$ cat src/core/can_status_pkg.sv
// Constants for the CAN status, interrupt, receive queue and bit timing block.
// Assumes an AXI4-Lite master with 32-bit data; each register is one word at four times its index.
package can_status_pkg;
  localparam int ADDR_LSB = 2;
  localparam int ADDR_MSB = 17;
  localparam logic [15:0] IDX_MODE     = 16'hAB00;
  localparam logic [15:0] IDX_COMMAND  = 16'hAB01;
  localparam logic [15:0] IDX_STATUS   = 16'hAB02;
  localparam logic [15:0] IDX_FLAGS    = 16'hAB03;
  localparam logic [15:0] IDX_ENABLES  = 16'hAB04;
  localparam logic [15:0] IDX_START    = 16'hAB05;
  localparam logic [15:0] IDX_STOP     = 16'hAB06;
  localparam logic [15:0] IDX_WP_LOW   = 16'hAB07;
  localparam logic [15:0] IDX_WP_HIGH  = 16'hAB08;
  localparam logic [15:0] IDX_PRESCALE = 16'hAB09;
  localparam logic [15:0] IDX_SEGMENTS = 16'hAB0A;
  localparam logic [15:0] IDX_FILTERS  = 16'hAB0F;
  localparam logic [15:0] IDX_TX_BUF   = 16'hAB17;
  // Flag and enable bit positions.
  localparam int F_BUS_ERR = 7;
  localparam int F_ARB     = 6;
  localparam int F_PASSIVE = 5;
  localparam int F_BUS_OFF = 4;
  localparam int F_OVERRUN = 3;
  localparam int F_WARN    = 2;
  localparam int F_TX      = 1;
  localparam int F_RX      = 0;
  // Status bit positions.
  localparam int S_BUS_OFF = 7;
  localparam int S_WARN    = 6;
  localparam int S_TX_ACT  = 5;
  localparam int S_RX_ACT  = 4;
  localparam int S_TX_DONE = 3;
  localparam int S_TX_FREE = 2;
  localparam int S_OVERRUN = 1;
  localparam int S_RX_AVL  = 0;
  // Command bit positions.
  localparam int C_SELF_RX   = 4;
  localparam int C_CLR_OVR   = 3;
  localparam int C_CLR_RXAVL = 2;
  localparam int C_ABORT     = 1;
  localparam int C_SEND      = 0;
  localparam int M_RESET     = 0;
  localparam logic [7:0] MODE_RESET_VAL = 8'h01;
  localparam logic [7:0] REG_RESET_VAL  = 8'h00;
  // Bit timing field layout.
  localparam int PS_MSB  = 5;
  localparam int SJW_MSB = 7;
  localparam int SJW_LSB = 6;
  localparam int PH1_MSB = 3;
  localparam int PH2_MSB = 6;
  localparam int PH2_LSB = 4;
  localparam int SAM_BIT = 7;
  localparam int RECORD_BYTES = 16;
  localparam int BYTE_CNT_W   = 4;
  localparam int PTR_W        = 9;
  localparam logic [1:0] RESP_OKAY   = 2'b00;
  localparam logic [1:0] RESP_DECERR = 2'b11;
  typedef enum logic [1:0] {DMA_IDLE = 2'b00, DMA_XFER = 2'b01, DMA_DONE = 2'b11} dma_state_e;
  typedef enum logic [1:0] {BT_SYNC = 2'b00, BT_PH1 = 2'b01, BT_PH2 = 2'b11} bit_state_e;
endpackage

$ cat src/core/can_status_core.sv
// Status, interrupt flags, receive queue DMA, bit timing and filter enables of a CAN controller.
// Assumes a protocol engine that reports events as one-cycle pulses and levels, and a RAM port that grants stolen cycles.
//
// Summary of operation
// Send or self-receive clears tx_complete; completion or abort sets it.
// Transmit buffer writes while locked are discarded and flag a disruption.
// Each accepted message becomes a 16-byte record; pointer then advances one frame.
// Passing the stop address reloads start, sets overrun status and overrun flag.
// Overrun and rx_available stay set until their clear command or reset mode.
// Other status bits follow their condition or clear when status is read.
// Flag register is read-only, read clears all but bus-off; flags set on change.
// Flags act only when enabled; bus error bit 7 down to receive bit 0.
// Bus errors set bus_error_flag; lost arbitration sets arb_lost_flag.
// Entering or leaving error passive sets error_passive_flag.
// Bus-off flag holds through bus-off; software must mask it in the handler.
// Warning status rising, error count at or above limit, sets error_warning_flag.
// Buffer freed after a message sets tx_flag; stored message sets rx_flag.
// Records reach CPU data RAM by DMA in cycles the CPU leaves free.
// Start and stop hold address bits 12..5; start change reloads pointer.
// Software keeps stop above start; queue holds 2*(stop-start+1) frames.
// Pointer holds bits 12..4, split low/high, wraps at bit4 set and stop match.
// Quantum clock is system clock over 2*(prescale+1).
// Resync inserts a compensation segment of at most jump_width+1 quanta.
// Bit time is sync plus phase one plus phase two quanta.
// Single sample at phase two start, or majority of it and the two quanta before.
// Four filter enables, writable only in reset mode.
// reset_mode_bit resets state machines, keeps registers, defaults to one.
// One interrupt output ORs all enabled flags.
`timescale 1ns/1ps
module can_status_core
  import can_status_pkg::*;
(
  input  wire logic         aclk,
  input  wire logic         aresetn,
  input  wire logic [31:0]  s_axi_awaddr,
  input  wire logic         s_axi_awvalid,
  output logic              s_axi_awready,
  input  wire logic [31:0]  s_axi_wdata,
  input  wire logic [3:0]   s_axi_wstrb,
  input  wire logic         s_axi_wvalid,
  output logic              s_axi_wready,
  output logic [1:0]        s_axi_bresp,
  output logic              s_axi_bvalid,
  input  wire logic         s_axi_bready,
  input  wire logic [31:0]  s_axi_araddr,
  input  wire logic         s_axi_arvalid,
  output logic              s_axi_arready,
  output logic [31:0]       s_axi_rdata,
  output logic [1:0]        s_axi_rresp,
  output logic              s_axi_rvalid,
  input  wire logic         s_axi_rready,
  input  wire logic         tx_done,
  input  wire logic         abort_done,
  input  wire logic         tx_active,
  input  wire logic         rx_active,
  input  wire logic         bus_error,
  input  wire logic         arb_lost,
  input  wire logic         error_passive,
  input  wire logic         bus_off_status,
  input  wire logic [7:0]   rx_error_count,
  input  wire logic [7:0]   tx_error_count,
  input  wire logic [7:0]   warning_limit,
  input  wire logic         rx_valid,
  input  wire logic [127:0] rx_record,
  output logic              rx_ready,
  input  wire logic         ram_gnt,
  output logic              ram_req,
  output logic [12:0]       ram_addr,
  output logic [7:0]        ram_wdata,
  input  wire logic         can_rx,
  output logic              quantum_tick,
  output logic              sample_point,
  output logic              sample_bit,
  output logic              send_request_cmd,
  output logic              self_receive_cmd,
  output logic              abort_cmd,
  output logic              tx_disrupt,
  output logic [7:0]        tx_buf_data,
  output logic [3:0]        filter_en,
  output logic              reset_mode_bit,
  output logic              irq
);
  logic [7:0]  flags_reg, en_reg, start_reg, stop_reg, prescale_reg, segments_reg;
  logic        tx_complete_reg, tx_free_reg, overrun_reg, rx_avl_reg;
  logic [PTR_W-1:0] wp_reg;
  logic [31:0] aw_addr_reg, w_data_reg;
  logic [3:0]  w_strb_reg;
  logic        aw_held, w_held;
  logic        wr_go, rd_go, wlow;
  logic [15:0] wr_idx, rd_idx;
  logic [7:0]  wbyte, rdat;
  logic        rd_hit;

  // Write address and data are taken independently; the write acts once both are held.
  assign wr_go  = aw_held && w_held && !s_axi_bvalid;
  assign wr_idx = aw_addr_reg[ADDR_MSB:ADDR_LSB];
  assign wbyte  = w_data_reg[7:0];
  assign wlow   = wr_go && w_strb_reg[0];
  assign rd_go  = s_axi_arvalid && s_axi_arready;
  assign rd_idx = s_axi_araddr[ADDR_MSB:ADDR_LSB];

  function automatic logic known(input logic [15:0] idx);
    known = idx inside {IDX_MODE, IDX_COMMAND, IDX_STATUS, IDX_FLAGS, IDX_ENABLES, IDX_START, IDX_STOP,
                        IDX_WP_LOW, IDX_WP_HIGH, IDX_PRESCALE, IDX_SEGMENTS, IDX_FILTERS, IDX_TX_BUF};
  endfunction

  always_ff @(posedge aclk) begin
    if (!aresetn) begin
      aw_held       <= 1'b0;
      w_held        <= 1'b0;
      aw_addr_reg   <= 32'h0000_0000;
      w_data_reg    <= 32'h0000_0000;
      w_strb_reg    <= 4'h0;
      s_axi_awready <= 1'b0;
      s_axi_wready  <= 1'b0;
      s_axi_bvalid  <= 1'b0;
      s_axi_bresp   <= RESP_OKAY;
    end else begin
      s_axi_awready <= !aw_held && !s_axi_awready;
      s_axi_wready  <= !w_held && !s_axi_wready;
      if (s_axi_awvalid && s_axi_awready) begin
        aw_held     <= 1'b1;
        aw_addr_reg <= s_axi_awaddr;
        s_axi_awready <= 1'b0;
      end
      if (s_axi_wvalid && s_axi_wready) begin
        w_held     <= 1'b1;
        w_data_reg <= s_axi_wdata;
        w_strb_reg <= s_axi_wstrb;
        s_axi_wready <= 1'b0;
      end
      if (wr_go) begin
        s_axi_bvalid <= 1'b1;
        s_axi_bresp  <= known(wr_idx) ? RESP_OKAY : RESP_DECERR;
      end
      if (s_axi_bvalid && s_axi_bready) begin
        s_axi_bvalid <= 1'b0;
        aw_held      <= 1'b0;
        w_held       <= 1'b0;
      end
    end
  end

  // Register writes and commands.
  logic cmd_send, cmd_self, cmd_abort, cmd_clr_ovr, cmd_clr_avl, wr_start;
  assign cmd_send    = wlow && wr_idx == IDX_COMMAND && !reset_mode_bit && (wbyte[C_SEND] || wbyte[C_SELF_RX]);
  assign cmd_self    = cmd_send && wbyte[C_SELF_RX];
  assign cmd_abort   = wlow && wr_idx == IDX_COMMAND && !reset_mode_bit && wbyte[C_ABORT];
  assign cmd_clr_ovr = wlow && wr_idx == IDX_COMMAND && wbyte[C_CLR_OVR];
  assign cmd_clr_avl = wlow && wr_idx == IDX_COMMAND && wbyte[C_CLR_RXAVL];
  assign wr_start    = wlow && wr_idx == IDX_START && wbyte != start_reg;

  always_ff @(posedge aclk) begin
    if (!aresetn) begin
      reset_mode_bit <= MODE_RESET_VAL[M_RESET];
      en_reg       <= REG_RESET_VAL;
      start_reg    <= REG_RESET_VAL;
      stop_reg     <= REG_RESET_VAL;
      prescale_reg <= REG_RESET_VAL;
      segments_reg <= REG_RESET_VAL;
      filter_en    <= REG_RESET_VAL[3:0];
      tx_buf_data  <= REG_RESET_VAL;
      tx_disrupt   <= 1'b0;
    end else begin
      tx_disrupt <= 1'b0;
      if (wlow) begin
        case (wr_idx)
          IDX_MODE:     reset_mode_bit <= wbyte[M_RESET];
          IDX_ENABLES:  en_reg <= wbyte;
          IDX_START:    start_reg <= wbyte;
          IDX_STOP:     stop_reg <= wbyte;
          IDX_PRESCALE: prescale_reg <= wbyte;
          IDX_SEGMENTS: segments_reg <= wbyte;
          IDX_FILTERS: begin
            if (reset_mode_bit) filter_en <= wbyte[3:0];
          end
          IDX_TX_BUF: begin
            if (tx_free_reg) tx_buf_data <= wbyte;
            else tx_disrupt <= 1'b1;
          end
          default: ;
        endcase
      end
    end
  end

  always_ff @(posedge aclk) begin
    if (!aresetn) begin
      send_request_cmd <= 1'b0;
      self_receive_cmd <= 1'b0;
      abort_cmd        <= 1'b0;
    end else begin
      send_request_cmd <= cmd_send && !cmd_self;
      self_receive_cmd <= cmd_self;
      abort_cmd        <= cmd_abort;
    end
  end

  // Transmit status. Completion in the command cycle wins over the clear.
  logic st_read, fl_read;
  assign st_read = rd_go && rd_idx == IDX_STATUS;
  assign fl_read = rd_go && rd_idx == IDX_FLAGS;
  always_ff @(posedge aclk) begin
    if (!aresetn) begin
      tx_complete_reg <= 1'b1;
      tx_free_reg     <= 1'b1;
    end else begin
      if (tx_done || abort_done) tx_complete_reg <= 1'b1;
      else if (cmd_send || st_read) tx_complete_reg <= 1'b0;
      if (tx_done || abort_done || reset_mode_bit) tx_free_reg <= 1'b1;
      else if (cmd_send) tx_free_reg <= 1'b0;
    end
  end

  // Receive queue DMA, one byte per granted RAM cycle.
  dma_state_e dma_state;
  logic [127:0] rec_reg;
  logic [BYTE_CNT_W-1:0] byte_cnt;
  logic wrap, stored;
  assign wrap   = wp_reg[0] && wp_reg[PTR_W-1:1] == stop_reg;
  assign stored = dma_state == DMA_DONE;
  always_ff @(posedge aclk) begin
    if (!aresetn || reset_mode_bit) begin
      dma_state <= DMA_IDLE;
      rec_reg   <= 128'h0;
      byte_cnt  <= '0;
      rx_ready  <= 1'b0;
      ram_req   <= 1'b0;
      ram_addr  <= 13'h0000;
      ram_wdata <= 8'h00;
    end else begin
      case (dma_state)
        DMA_IDLE: begin
          rx_ready <= 1'b1;
          if (rx_valid && rx_ready) begin
            rx_ready  <= 1'b0;
            rec_reg   <= rx_record;
            byte_cnt  <= '0;
            ram_req   <= 1'b1;
            ram_addr  <= {wp_reg, 4'h0};
            ram_wdata <= rx_record[7:0];
            dma_state <= DMA_XFER;
          end
        end
        DMA_XFER: begin
          if (ram_gnt) begin
            if (byte_cnt == BYTE_CNT_W'(RECORD_BYTES - 1)) begin
              ram_req   <= 1'b0;
              dma_state <= DMA_DONE;
            end else begin
              byte_cnt  <= byte_cnt + 1'b1;
              ram_addr  <= {wp_reg, byte_cnt + 1'b1};
              ram_wdata <= rec_reg[8*(byte_cnt + 1'b1) +: 8];
            end
          end
        end
        DMA_DONE: dma_state <= DMA_IDLE;
        default:  dma_state <= DMA_IDLE;
      endcase
    end
  end

  always_ff @(posedge aclk) begin
    if (!aresetn) wp_reg <= '0;
    else if (wr_start) wp_reg <= {wbyte, 1'b0};
    else if (stored && wrap) wp_reg <= {start_reg, 1'b0};
    else if (stored) wp_reg <= wp_reg + 1'b1;
  end

  always_ff @(posedge aclk) begin
    if (!aresetn) begin
      overrun_reg <= 1'b0;
      rx_avl_reg  <= 1'b0;
    end else begin
      if (stored && wrap) overrun_reg <= 1'b1;
      else if (cmd_clr_ovr || reset_mode_bit) overrun_reg <= 1'b0;
      if (stored) rx_avl_reg <= 1'b1;
      else if (cmd_clr_avl || reset_mode_bit) rx_avl_reg <= 1'b0;
    end
  end

  // Interrupt flags: edge-triggered except bus-off, which follows its level.
  logic warn_now, warn_prev, passive_prev, free_prev, ovr_prev;
  logic [7:0] ev;
  assign warn_now = rx_error_count >= warning_limit || tx_error_count >= warning_limit;
  always_ff @(posedge aclk) begin
    if (!aresetn) begin
      warn_prev    <= 1'b0;
      passive_prev <= 1'b0;
      free_prev    <= 1'b1;
      ovr_prev     <= 1'b0;
    end else begin
      warn_prev    <= warn_now;
      passive_prev <= error_passive;
      free_prev    <= tx_free_reg;
      ovr_prev     <= overrun_reg;
    end
  end
  always_comb begin
    ev = 8'h00;
    ev[F_BUS_ERR] = bus_error;
    ev[F_ARB]     = arb_lost;
    ev[F_PASSIVE] = error_passive != passive_prev;
    ev[F_BUS_OFF] = bus_off_status;
    ev[F_OVERRUN] = overrun_reg && !ovr_prev;
    ev[F_WARN]    = warn_now && !warn_prev;
    ev[F_TX]      = tx_free_reg && !free_prev;
    ev[F_RX]      = stored;
  end
  always_ff @(posedge aclk) begin
    if (!aresetn) flags_reg <= REG_RESET_VAL;
    else if (fl_read) flags_reg <= ev & en_reg;
    else flags_reg <= flags_reg | (ev & en_reg);
  end
  always_ff @(posedge aclk) begin
    if (!aresetn) irq <= 1'b0;
    else irq <= |(flags_reg & en_reg);
  end

  // Read channel.
  always_comb begin
    rdat   = 8'h00;
    rd_hit = known(rd_idx);
    case (rd_idx)
      IDX_MODE:     rdat[M_RESET] = reset_mode_bit;
      IDX_STATUS:   rdat = {bus_off_status, warn_now, tx_active, rx_active, tx_complete_reg, tx_free_reg,
                            overrun_reg, rx_avl_reg};
      IDX_FLAGS:    rdat = flags_reg;
      IDX_ENABLES:  rdat = en_reg;
      IDX_START:    rdat = start_reg;
      IDX_STOP:     rdat = stop_reg;
      IDX_WP_LOW:   rdat = wp_reg[7:0];
      IDX_WP_HIGH:  rdat[0] = wp_reg[PTR_W-1];
      IDX_PRESCALE: rdat = prescale_reg;
      IDX_SEGMENTS: rdat = segments_reg;
      IDX_FILTERS:  rdat = {4'h0, filter_en};
      IDX_TX_BUF:   rdat = tx_buf_data;
      default:      rdat = 8'h00;
    endcase
  end
  always_ff @(posedge aclk) begin
    if (!aresetn) begin
      s_axi_arready <= 1'b0;
      s_axi_rvalid  <= 1'b0;
      s_axi_rdata   <= 32'h0000_0000;
      s_axi_rresp   <= RESP_OKAY;
    end else begin
      s_axi_arready <= !s_axi_rvalid && !s_axi_arready;
      if (rd_go) begin
        s_axi_arready <= 1'b0;
        s_axi_rvalid  <= 1'b1;
        s_axi_rdata   <= {24'h000000, rdat};
        s_axi_rresp   <= rd_hit ? RESP_OKAY : RESP_DECERR;
      end else if (s_axi_rvalid && s_axi_rready) begin
        s_axi_rvalid <= 1'b0;
      end
    end
  end

  // Quantum prescaler: a period of 2*(prescale+1) system clocks.
  logic [6:0] pre_cnt;
  logic [6:0] pre_lim;
  assign pre_lim = {prescale_reg[PS_MSB:0], 1'b1};
  always_ff @(posedge aclk) begin
    if (!aresetn || reset_mode_bit) begin
      pre_cnt      <= 7'h00;
      quantum_tick <= 1'b0;
    end else begin
      quantum_tick <= pre_cnt == pre_lim;
      pre_cnt      <= (pre_cnt == pre_lim) ? 7'h00 : pre_cnt + 1'b1;
    end
  end

  // Bit timer. Phase one is stretched by the compensation extension on resync.
  bit_state_e bt_state;
  logic [4:0] qc, ext, ph1_end, nxt;
  logic [2:0] sjw1;
  logic [3:0] ph2_end;
  logic       comp_used, rx_prev, s_a, s_b;
  assign sjw1    = {1'b0, prescale_reg[SJW_MSB:SJW_LSB]} + 3'd1;
  assign ph1_end = 5'(segments_reg[PH1_MSB:0]) + ext;
  assign ph2_end = {1'b0, segments_reg[PH2_MSB:PH2_LSB]};
  assign nxt     = (bt_state == BT_SYNC) ? 5'd0 : qc + 1'b1;
  always_ff @(posedge aclk) begin
    if (!aresetn || reset_mode_bit) begin
      bt_state     <= BT_SYNC;
      qc           <= 5'd0;
      ext          <= 5'd0;
      comp_used    <= 1'b0;
      rx_prev      <= 1'b1;
      s_a          <= 1'b1;
      s_b          <= 1'b1;
      sample_point <= 1'b0;
      sample_bit   <= 1'b1;
    end else begin
      sample_point <= 1'b0;
      rx_prev      <= can_rx;
      if (bt_state == BT_PH1 && rx_prev && !can_rx && !comp_used) begin
        comp_used <= 1'b1;
        ext <= (qc + 1'b1 < 5'(sjw1)) ? qc + 1'b1 : 5'(sjw1);
      end
      if (quantum_tick) begin
        if (bt_state != BT_PH2 && nxt == ph1_end - 5'd1) s_a <= can_rx;
        if (bt_state != BT_PH2 && nxt == ph1_end) s_b <= can_rx;
        case (bt_state)
          BT_SYNC: begin
            bt_state <= BT_PH1;
            qc <= 5'd0;
          end
          BT_PH1: begin
            if (qc == ph1_end) begin
              bt_state     <= BT_PH2;
              qc           <= 5'd0;
              sample_point <= 1'b1;
              if (segments_reg[SAM_BIT])
                sample_bit <= (s_a & s_b) | (s_a & can_rx) | (s_b & can_rx);
              else sample_bit <= can_rx;
            end else qc <= qc + 1'b1;
          end
          BT_PH2: begin
            if (qc == 5'(ph2_end)) begin
              bt_state  <= BT_SYNC;
              ext       <= 5'd0;
              comp_used <= 1'b0;
            end else qc <= qc + 1'b1;
          end
          default: bt_state <= BT_SYNC;
        endcase
      end
    end
  end
endmodule

$ cat config.mk
export PLATFORM = sky130hd
export DESIGN_NAME = can_status_core
export DESIGN_NICKNAME = d
export VERILOG_FILES = /design/src/core/can_status_pkg.sv /design/src/core/can_status_core.sv
export SDC_FILE = /design/constraint.sdc
export NUM_CORES = 1
export LEC_CHECK = 0
export BUFFER_PORTS_ARGS = -buffer_cell sky130_fd_sc_hd__buf_4
export CORE_MARGIN = 2
export CORE_UTILIZATION = 54
export DETAILED_ROUTE_END_ITERATION = 10
export PLACE_DENSITY_LB_ADDON = 0.3
export SYNTH_ARGS = -nofsm -noshare
export SYNTH_HDL_FRONTEND = slang
export SYNTH_SLANG_ARGS = --single-unit
$ cat constraint.sdc
create_clock -name aclk -period 3.3 [get_ports aclk]
set_clock_uncertainty 0.1 [all_clocks]
set_input_delay 0.99 -clock aclk [delete_from_list [all_inputs] [get_ports aclk]]
set_output_delay 0.99 -clock aclk [all_outputs]
set_load 0.03 [all_outputs]
==> metrics.cfg <==
[sta]
rsz0062_at_grt=no
timing.final.crit_share=0.906
tns_ps=0
worstMarginPinSlew_ps=819
hold_violations=0
maxSlewHeadroom=0.449
fmax_ghz=0.335
drv_slew=0
setup_viol=0
layout_min_cycle_time_ps=2990

[floorplanning]
rows=59
ios=355
start_util=0.545
die_x_um=165
core-area_mm2=0.0258
die_height_um=165
dieArea_mm2=0.0274

[route]
vias=12800
post_drt_via_cell_ratio=5.76
drc=0
first_iter_violations=1115
dr.pass1.iters=7
ant_nets=0
wl_mm=40.7
wl_per_cell_um=18.3

[global_routing]
use_met2=0.481
grt_pass1_vias=12300
grt_antenna_before_repair=0
grt.met3_usage=0.0430
top_usage_layer=met2
groute.usage.overall=0.290
grt_use_met1=0.377
grt_pass1_wl_mm=62.7
grt-ovfl-total=0
grt_max_degree=121

[run_status]
status=finished clean

[placement]
portBuffers=271
dp_cells=2167
dp_hpwl_mm=29.4
place_congestion=0.915

[synthesis]
syn_inst=1636
ys_warn_count=0
yosysSeqAreaShare=0.421
synthTopCellsByCount=nand2_1 (365), dfxtp_1 (296), a21oi_1 (201)
syn_avg_cell_area_um2=8.60
ys_seq_elements=296
yosysMostFrequentCell=nand2_1
yosys_most_used_dff=dfxtp_1
yosysTopAreaCell=dfxtp_1
synth-async-reset-ratio=0
synthXorXnorAreaFrac=0.0364
synth-simple-area-share=0.207
synth-edff-count=0
yosysTopAreaCellShare=0.421
muxShareOfSynthArea=0.108
syn_area_mm2=0.0141
synthAdderAreaFrac=0.0263
synth_compound_area_frac=0.150
synth_cell_types=81
synth_top_family_by_area=simple AND/OR/NAND/NOR gates
yosys-top-cells-area=dfxtp_1 (42%), nand2_1 (9.7%), a21oi_1 (7.2%)

[critical_path]
cp_common_cell=ha_1
endpoint_kind=flip-flop
cpMaxStageDelayCell=fa_1
cp_data_arrival_time_ps=3360
crit_chain=ha_1 -> fa_1 -> inv_1 -> ha_1 -> xor3_1 -> and3_1 -> o2111a_1 -> nand3_1 -> a2bb2oi_1 -> mux2i_1
crit_type=flip-flop to flip-flop
worstPathRequired_ps=3670
cpPeakStageDelay_ps=610
worstSetupStartpointType=flip-flop
crit_path_max_fanout=4

[clocking]
numCtsBuffers=30
cts_tree=yes
clock-sinks=296
clk_pin_slew_worst_paths_ps=60
clock_path_buffers=3
cts.htree.levels=1
cts_setup_buffers=0
postCtsHoldBufs=0
root_buffer=clkbuf_16
insertion_delay_ps=550
post_cts_resized=0

[cells_and_area]
nFillCells=2087
layout.nets=2163
utilization=0.673
syn_to_final_growth_pct=23.5
stdcell_count=2221
n_antenna_cell=0
multiInputGateArea_mm2=0.00752
regArea_mm2=0.00593
largest_reg_flops=120
drive_gt1_frac=0.220

[run]
drv_cap=0

[min_path]
worstHoldPathType=flip-flop to flip-flop

[power]
p_leak_nw=7.00
irDropWorstVdd_v=0.000380
powerDensity_mw_per_mm2=436

-- metal layers --
metal | up-vias | wire [um]
li1 | 6121 | -
met5 | - | 0
met2 | 534 | 19500
met1 | 6023 | 16500
met4 | 0 | 1820
met3 | 114 | 2930
-- cells in the final DEF (no fill, tap or decap), types with 20 or more instances in the layout --
master	count
nand2_1	365
buf_4	307
dfxtp_1	294
a21oi_1	201
nor2_1	103
mux2i_1	78
mux4_2	32
clkbuf_16	31
ha_1	28
o21ai_0	27
xnor2_1	27
a22oi_1	26
inv_1	25
conb_1	24
xor2_1	21
nand3_1	21
nor3_1	20
-- critical path: cells and delay by family (launching register included) --
kind	cells	cell delay, ps
xor gates and xnor gates	1	390
and+or+nand+nor	2	280
buffers and inverters	1	120
AOI/OAI and AO/OA	2	430
DFF	1	350
adders and majority gates	3	1070
muxes	1	200
-- logic make-up (layout without fill, tap and decap cells) --
group	count (synthesis)	in the layout
buf+inv	165	392
simple gates	637	637
xor+xnor	52	52
fa+ha+maj	29	29
mux	111	111
flops	296	296
compound gates	345	345
other cells	1	24
-- power breakdown --
| part | internal, W | switching [W] |
|---|---|---|
| registers | 0.00360 | 0.0000238 |
| clock network | 0.00209 | 0.00141 |
| logic | 0.000233 | 0.000226 |
-- path summary, 6_finish.rpt --
kind / start / endpoint / slack (ps) / depth (start not counted)
max: segments_reg[0] / s_a / 310 / 10
min: aw_addr_reg[7] / aw_addr_reg[7] / 350 / 2
max reg2reg: segments_reg[0] / s_a / 310 / 10
min reg2reg: aw_addr_reg[7] / aw_addr_reg[7] / 350 / 2
-- metrics by stage --
stage | instance area [um^2] | setup WS [ps] | power, W | hold slack (ps)
final | 17400 | 311 | 0.00758 | 352
after global routing | 17400 | 215 | 0.00780 | 366
after CTS | 17400 | 307 | 0.00761 | 351
after detailed placement | 16400 | 249 | 0.00415 | 342
after global placement | 16400 | 207 | 0.00415 | 339
after floorplan | 14200 | 494 | 0.00391 | 331
-- cell type report --
class / instances / share of cell area
inverters: 27 / 0.00583
multi-input cells: 1198 / 0.433
clock buffers: 39 / 0.0481
well taps: 335 / 0.0241
clock inverters: 15 / 0.0107
flip-flops and latches: 296 / 0.341
repair buffers: 311 / 0.137
No activity file was read; power rests on OpenSTA's default activity.
